## config.mk

```make
export PLATFORM = sky130hd
export DESIGN_NAME = iwd_top
export DESIGN_NICKNAME = d
export VERILOG_FILES = /design/src/shared/iwd_pkg.sv /design/src/hdl/iwd_prescaler.sv /design/src/hdl/iwd_top.sv
export SDC_FILE = /design/constraint.sdc
export NUM_CORES = 1
export LEC_CHECK = 0
export ABC_AREA = 1
export BUFFER_PORTS_ARGS = -buffer_cell sky130_fd_sc_hd__buf_2
export CORE_ASPECT_RATIO = 1.25
export CORE_MARGIN = 2
export CORE_UTILIZATION = 52
export CTS_CLUSTER_SIZE = 14
export DETAILED_ROUTE_END_ITERATION = 8
export PLACE_DENSITY = 0.77
export SLEW_MARGIN = 20
export SYNTH_ARGS = -nofsm -noshare
export SYNTH_HDL_FRONTEND = slang
export SYNTH_SLANG_ARGS = --single-unit
```

## constraint.sdc

```tcl
create_clock -name clk_sys -period 1.6 [get_ports clk_sys]
set_input_delay 0.32 -clock clk_sys [delete_from_list [all_inputs] [get_ports clk_sys]]
set_output_delay 0.32 -clock clk_sys [all_outputs]
set_load 0.05 [all_outputs]
```

## src/shared/iwd_pkg.sv

```systemverilog
// Package of constants and types for the I/O port watchdog timer
package iwd_pkg;

  // ==========================================================================
  // Port map
  localparam logic [15:0] IWD_ADDR_LOAD    = 16'h0443;
  localparam logic [15:0] IWD_ADDR_DISABLE = 16'h0444;

  // ==========================================================================
  // Field layout and reset values
  localparam int          IWD_CNT_W      = 8;
  localparam logic [7:0]  IWD_CNT_MIN    = 8'h01;
  localparam logic [7:0]  IWD_CNT_RST    = 8'h00;
  localparam logic [7:0]  IWD_RDATA_IDLE = 8'h00;

  // ==========================================================================
  // Timing
  localparam int          IWD_CLK_HZ        = 40_000_000;
  localparam int          IWD_TICK_S        = 1;
  localparam int          IWD_TICK_CYCLES   = IWD_CLK_HZ * IWD_TICK_S;

  typedef enum logic [0:0] {IWD_OFF, IWD_RUN} iwd_state_e;

endpackage : iwd_pkg

```

## src/hdl/iwd_prescaler.sv

```systemverilog
// Seconds prescaler that pulses once per timeout count period
module iwd_prescaler
  import iwd_pkg::*;
#(
  parameter int unsigned TICK_CYCLES = IWD_TICK_CYCLES
)(
  input  wire logic clk_sys,   // System clock
  input  wire logic rst_b,     // Async reset, active low
  input  wire logic restart,   // Restart the period, count loads one
  input  wire logic run,       // Count only while running
  output logic      tick       // One-cycle pulse each period
);

  initial
  begin
    if (TICK_CYCLES < 2) $error("TICK_CYCLES must be at least 2");
  end

  typedef struct packed {
    logic [31:0] cnt;
    logic        tick;
  } iwd_psc_s;

  iwd_psc_s q;
  iwd_psc_s next_q;

  // ==========================================================================
  // Next state: restart wins so a kick always gives a full second
  // Restart starts at one: the registered tick costs the period a cycle
  always_comb
  begin
    next_q      = q;
    next_q.tick = 1'b0;
    if (restart)
      next_q.cnt = 32'h0000_0001;
    else if (!run)
      next_q.cnt = 32'h0000_0000;
    else if (q.cnt == TICK_CYCLES - 1)
    begin
      next_q.cnt  = 32'h0000_0000;
      next_q.tick = 1'b1;
    end
    else
      next_q.cnt = q.cnt + 32'h0000_0001;
  end

  always_ff @(posedge clk_sys or negedge rst_b)
  begin
    if (!rst_b)
      q <= '0;
    else
      q <= next_q;
  end

  assign tick = q.tick;

endmodule : iwd_prescaler

```

## src/hdl/iwd_top.sv

```systemverilog
// Top of the I/O port watchdog timer: port decode, countdown, expiry
module iwd_top
  import iwd_pkg::*;
#(
  parameter int unsigned TICK_CYCLES = IWD_TICK_CYCLES
)(
  input  wire logic        clk_sys,     // System clock, 40 MHz
  input  wire logic        rst_b,       // Async reset, active low
  input  wire logic [15:0] io_addr,     // I/O port address
  input  wire logic        io_wr,       // Byte write strobe, one cycle
  input  wire logic        io_rd,       // Byte read strobe, one cycle
  input  wire logic [7:0]  io_wdata,    // Write data byte
  output logic      [7:0]  io_rdata,    // Read data, valid cycle after io_rd
  output logic             wdt_enabled, // Watchdog is counting
  output logic      [7:0]  wdt_remain,  // Seconds left in countdown
  output logic             wdt_timeout  // System reset request
);

  initial
  begin
    if (TICK_CYCLES < 2) $error("TICK_CYCLES must be at least 2");
  end

  typedef struct packed {
    iwd_state_e            state;
    logic [IWD_CNT_W-1:0]  remain;
    logic                  timeout;
    logic [7:0]            rdata;
  } iwd_top_s;

  iwd_top_s q;
  iwd_top_s next_q;
  logic     tick;
  logic     load_hit;
  logic     dis_hit;

  // ==========================================================================
  // Port decode; any byte is taken, 00 is host misuse and loads as 1 s
  assign load_hit = io_wr && (io_addr == IWD_ADDR_LOAD);
  assign dis_hit  = io_rd && (io_addr == IWD_ADDR_DISABLE);

  // ==========================================================================
  // Seconds prescaler, restarted on each load so the first second is whole
  iwd_prescaler #(
    .TICK_CYCLES (TICK_CYCLES)
  ) u_psc (
    .clk_sys (clk_sys),
    .rst_b   (rst_b),
    .restart (load_hit),
    .run     (q.state == IWD_RUN),
    .tick    (tick)
  );

  // ==========================================================================
  // Countdown state; disable read wins over a load in the same cycle
  always_comb
  begin
    next_q       = q;
    next_q.rdata = IWD_RDATA_IDLE;
    if (dis_hit)
    begin
      next_q.state   = IWD_OFF;
      next_q.timeout = 1'b0;
    end
    else if (load_hit)
    begin
      next_q.state   = IWD_RUN;
      next_q.remain  = (io_wdata < IWD_CNT_MIN) ? IWD_CNT_MIN : io_wdata;
      next_q.timeout = 1'b0;
    end
    else
    begin
      unique case (q.state)
        IWD_OFF: next_q.remain = q.remain;
        IWD_RUN:
        begin
          if (tick)
          begin
            if (q.remain == IWD_CNT_MIN)
            begin
              // Expiry: sticky request, countdown parks at zero
              next_q.remain  = IWD_CNT_RST;
              next_q.state   = IWD_OFF;
              next_q.timeout = 1'b1;
            end
            else
              next_q.remain = q.remain - 8'h01;
          end
        end
      endcase
    end
  end

  always_ff @(posedge clk_sys or negedge rst_b)
  begin
    if (!rst_b)
    begin
      q.state   <= IWD_OFF;
      q.remain  <= IWD_CNT_RST;
      q.timeout <= 1'b0;
      q.rdata   <= IWD_RDATA_IDLE;
    end
    else
      q <= next_q;
  end

  // ==========================================================================
  // Outputs straight from the state register
  assign io_rdata    = q.rdata;
  assign wdt_enabled = (q.state == IWD_RUN);
  assign wdt_remain  = q.remain;
  assign wdt_timeout = q.timeout;

endmodule : iwd_top

```

After elaboration in Yosys (flattened, before gate mapping)
Cells that the tools add are included.
{"block": "totals", "regBits": 43, "latch_bits": 0, "mem_bits_rw": 0, "mem_bits_ro": 0, "inputBits": 28, "output_inout_bits": 18, "elab_cells": 40, "mem_count": 0}
{"block": "classes", "addsub": 2, "n_mul": 0, "n_div": 0, "magnitude_cmp": 1, "eq_ne": 6, "shift": 0, "mux": 17, "bitwise": 2, "n_reduce_logical": 7}
{"op": "$mux W32", "count": 3}
{"op": "$add A32 B1 Y32 const B", "count": 1}
{"op": "$eq A16 B11 Y1 const B", "count": 2}
{"op": "$eq A32 B26 Y1 const B", "count": 1}
{"op": "$mux W8", "count": 3}
{"op": "$mux W10", "count": 2}
{"op": "$mux W1", "count": 9}
{"op": "$reduce_bool A3 Y1", "count": 3}
{"op": "$eq A8 B1 Y1 const B", "count": 1}
{"op": "$lt A8 B1 Y1 const B", "count": 1}
{"op": "$sub A8 B1 Y8 const B", "count": 1}
{"op": "$reduce_and A3 Y1", "count": 2}
{"op": "$ne A3 B1 Y1 const B", "count": 1}
{"op": "$logic_and A1 B1 Y1", "count": 2}
{"op": "$ne A2 B2 Y1 const B", "count": 1}
{"op": "$not A1 Y1", "count": 2}

Longest topological paths before layout
{"block": "depth", "word_depth": 6, "depth_mapped": 11, "ltp_nobuf": 10}

Cells and area by module
From an unflattened synthesis, not the netlist that was laid out.
{"block": "hier_totals", "cells_unflattened": 424, "hier_area_um2": 2925.3}
{"mod": "iwd_prescaler", "n_inst": 1, "cells_each": 276, "area_each_um2": 1984.4, "seq_area_each_um2": 825.8}
{"mod": "iwd_top", "n_inst": 1, "cells_each": 148, "area_each_um2": 940.9, "seq_area_each_um2": 250.2}

Worst setup path before layout
Ideal clock, no wire load.
{"block": "synth_path", "path_type": "reg2reg", "startpoint": "reg q, in the netlist wdt_remain[0]", "endpoint": "reg q, in the netlist wdt_remain[4]", "setup_time_ps": 66, "t_arrival_ps": 1545, "required_time_ps": 1534, "slack_ps": -11, "path_stages_with_launch": 10, "n_path_buf": 0, "synth_period_minus_slack_ps": 1611, "path_cell_list": "dfrtp_1 > inv_1 > ha_1 > nand2_1 > nand2_1 > a21oi_1 > nand3_1 > nand2_1 > nand2_1 > nand2_1"}
{"block": "synth_via", "elab_chain_cells": 5, "word_cells_on_any_way": 6, "cone_classes": "1 x add/sub; 1 x eq/ne; 4 x mux"}
{"item": "start, declared", "line": "iwd_top.sv:31", "text": "iwd_top_s q;"}
{"item": "start signal, assigned", "line": "iwd_top.sv:104", "text": "q <= next_q;"}
{"item": "$sub A8 B1 Y8 / $eq A8 B1 Y1 (equally long branches)", "line": "iwd_top.sv:87, iwd_top.sv:79"}
{"item": "$mux W8 *", "line": "iwd_top.sv:79", "text": "if (q.remain == IWD_CNT_MIN)"}
{"item": "$mux W10 *", "line": "iwd_top.sv:77", "text": "if (tick)"}
{"item": "$mux W8 *", "line": "iwd_top.sv:73", "text": "unique case (q.state)"}
{"item": "$mux W10 *", "line": "iwd_top.sv:65", "text": "else if (load_hit)"}
Every way passes the cells marked *; elsewhere a longest branch is shown, timed or not. The select of a mux whose other input is x is not followed.
A chain may end at the register's enable or synchronous reset.

==> flow_summary.json <==
{
  "cap_violations": 0,
  "syn_avg_cell_area_um2": 6.96,
  "grt_first_pass_wirelength_mm": 11.7,
  "ys_types": 35,
  "clock_skew_ps": 6.84,
  "multiInputGateArea_mm2": 0.00179,
  "register_area_mm2": 0.00108,
  "final_cells": 547,
  "area_growth_pct": 20.3,
  "worstSetupPathType": "reg -> reg",
  "worstPathMaxFanout": 5,
  "yosysWarnings": 0,
  "fp-row-count": 30,
  "end_kind": "flop",
  "hold_viol": 0,
  "overflow": 0,
  "postRouteAntennaNets": 0,
  "dp_cells": 533,
  "drtIter0Drc": 247,
  "ctsLongestPathBuffers": 2,
  "period_share": 0.986,
  "cts_root_buf": "clkbuf_8",
  "grt.total_usage": 0.238,
  "wl_per_cell_um": 14.1,
  "worstMarginPinSlew_ps": 515,
  "async_flop_share": 1.00,
  "cts_max_level": 2,
  "num_vias": 3002,
  "sw_frac_of_total": 0.297,
  "peakVddDrop_mv": 0.713,
  "relSlewSlack": 0.656,
  "numCtsBuffers": 5,
  "layout_commonest_cell": "nand2_1",
  "cts_tree": "done",
  "mostFrequentLayoutCells": "104 x nand2_1, 92 x nor2_1, 42 x dfrtp_1, 37 x buf_2",
  "clk_latency_ps": 300,
  "min_from": "io_wdata[3]",
  "setup_tns_ps": 0,
  "final_core_util": 0.649,
  "rsz0062_at_grt": "true",
  "synth-edff-count": 0,
  "period_minus_slack_ps": 1580,
  "drt_pre_antenna_iters": 5,
  "p_int_mw": 1.63,
  "antenna_found_initial": 0,
  "clock-sinks": 43,
  "critPathLaunchType": "flop",
  "critical_path.startpoint": "u_psc.q[1]$_DFF_PN0_",
  "grt_max_degree": 27,
  "hold_class": "in -> reg",
  "gp_congestion": 0.974,
  "core-area_mm2": 0.00544,
  "dieWidth_um": 71.2,
  "num_antenna_cells": 0,
  "r2r_start": "u_psc.q[1]$_DFF_PN0_",
  "maxSlewViolCount": 0,
  "switching_power_mw": 0.690,
  "drc": 0,
  "fmax_mhz": 634,
  "syn_inst": 422,
  "final_nets": 513,
  "p_comb_frac": 0.140,
  "die-height_um": 88.0,
  "ys.flop_type": "dfrtp_1",
  "seq_power_share": 0.539,
  "cp.arrival_ps": 1780,
  "cp.required_ps": 1800,
  "syn_area_mm2": 0.00294,
  "start_util": 0.540,
  "clk_pin_slew_ps": 90,
  "totalWireLength_mm": 7.70,
  "dp_hpwl_mm": 5.69,
  "pwr-share-clk": 0.320,
  "report.final.setup_viol": 0,
  "nFillCells": 469,
  "avgViaCountPerCell": 5.49,
  "outcome": "complete, no violations",
  "p_leak_nw": 1.76,
  "io_buffers": 37,
  "yosysSeqAreaShare": 0.366,
  "p_per_area_mw_per_mm2": 658,
  "dieArea_mm2": 0.00627,
  "io_pins": 46,
  "drive_gt1_frac": 0.219,
  "ys_ff_latch": 43,
  "grt_pass1_vias": 2658
}
==> stage by stage <==
stage	cell area, um2	power, mW	setup slack (ps)	hold slack [ps]
finish	3530	2.32	22.3	347
global route	3530	2.44	-75.5	354
CTS	3390	2.32	-8.09	326
detailed placement	3280	1.56	-2.90	287
global placement	3280	1.55	69.8	287
floorplan	2960	1.47	10.1	24.4
==> flip-flops by register name, summed over array words and instances (netlist names) <==
register     flops
wdt_enabled      1
wdt_timeout      1
wdt_remain       8
u_psc.q         32
u_psc.tick       1
==> power groups by stage <==
stage          registers, mW  clock network [mW]  logic (mW)
2_1_floorplan           1.24                   0       0.224
3_3_place_gp            1.26                   0       0.294
3_5_place_dp            1.26                   0       0.302
4_1_cts                 1.24               0.770       0.305
5_1_grt                 1.27               0.801       0.366
6_report                1.25               0.744       0.326
==> worst paths after layout <==
check / end / slack [ps] / depth (start not counted)
worst max-delay path: u_psc.q[31]$_DFF_PN0_ / 20 / 8
worst min-delay path: wdt_remain[3]$_DFFE_PN0P_ / 350 / 5
worst max register to register: u_psc.q[31]$_DFF_PN0_ / 20 / 8
worst min register to register: wdt_timeout$_DFFE_PN0P_ / 510 / 2
max in group asynchronous: wdt_remain[0]$_DFFE_PN0P_ / 620 / 3
min in group asynchronous: u_psc.q[31]$_DFF_PN0_ / 480 / 2
==> layer usage <==
metal | global-route usage | wire length (um) | up-vias
met5 | 0 | 0 | -
met4 | 0.101 | 235 | 0
met3 | 0.0403 | 337 | 22
met2 | 0.445 | 4140 | 114
met1 | 0.263 | 2980 | 1405
li1 | - | - | 1461
==> kinds of logic after synthesis <==
family	synth area share
xor gates and xnor gates	0.0477
and+or+nand+nor	0.450
adders and majority gates	0.0128
buffers and inverters	0.0792
DFF	0.366
other	0.00128
AOI/OAI and AO/OA	0.0426
==> area by class of cell <==
class / instances / share of cell area
Clock buffer: 6 / 0.0234
Clock inverter: 2 / 0.00460
Inverter: 38 / 0.0404
Multi-Input combinational cell: 340 / 0.507
Sequential cell: 43 / 0.305
Tap cell: 64 / 0.0227
Timing Repair Buffer: 54 / 0.0974
==> cells in the mapped netlist (5+ instances only) <==
master     n  area (um2)
nor3_1    11        55.1
dfrtp_1   43        1080
nor2_1   102         383
inv_1     36         135
nand2_1  105         394
xnor2_1    6        52.6
nor2_2     5        31.3
a21oi_1    6        30.0
xor2_1    10        87.6
buf_4      8        60.1
nand3_1   36         180
nand4_1   11        68.8
==> worst max-delay path: stages (launching register included) <==
cell and delay, ps:
dfrtp_1 430, ha_4 180, nand2_4 80, nor2_4 130, nand2_4 90, nor3_4 190
nand2_4 160, nand2_4 150, nor2_1 60
==> timing repair <==
item	4_1_cts	5_1_grt
gates cloned	0	4
hold buffers	1	0
pin swaps	0	4
buffers inserted	0	1
hold endpoints to repair	17	0
gates resized for setup	1	24
endpoints found under the setup margin	20	30
(Power assumes the default switching activity.)
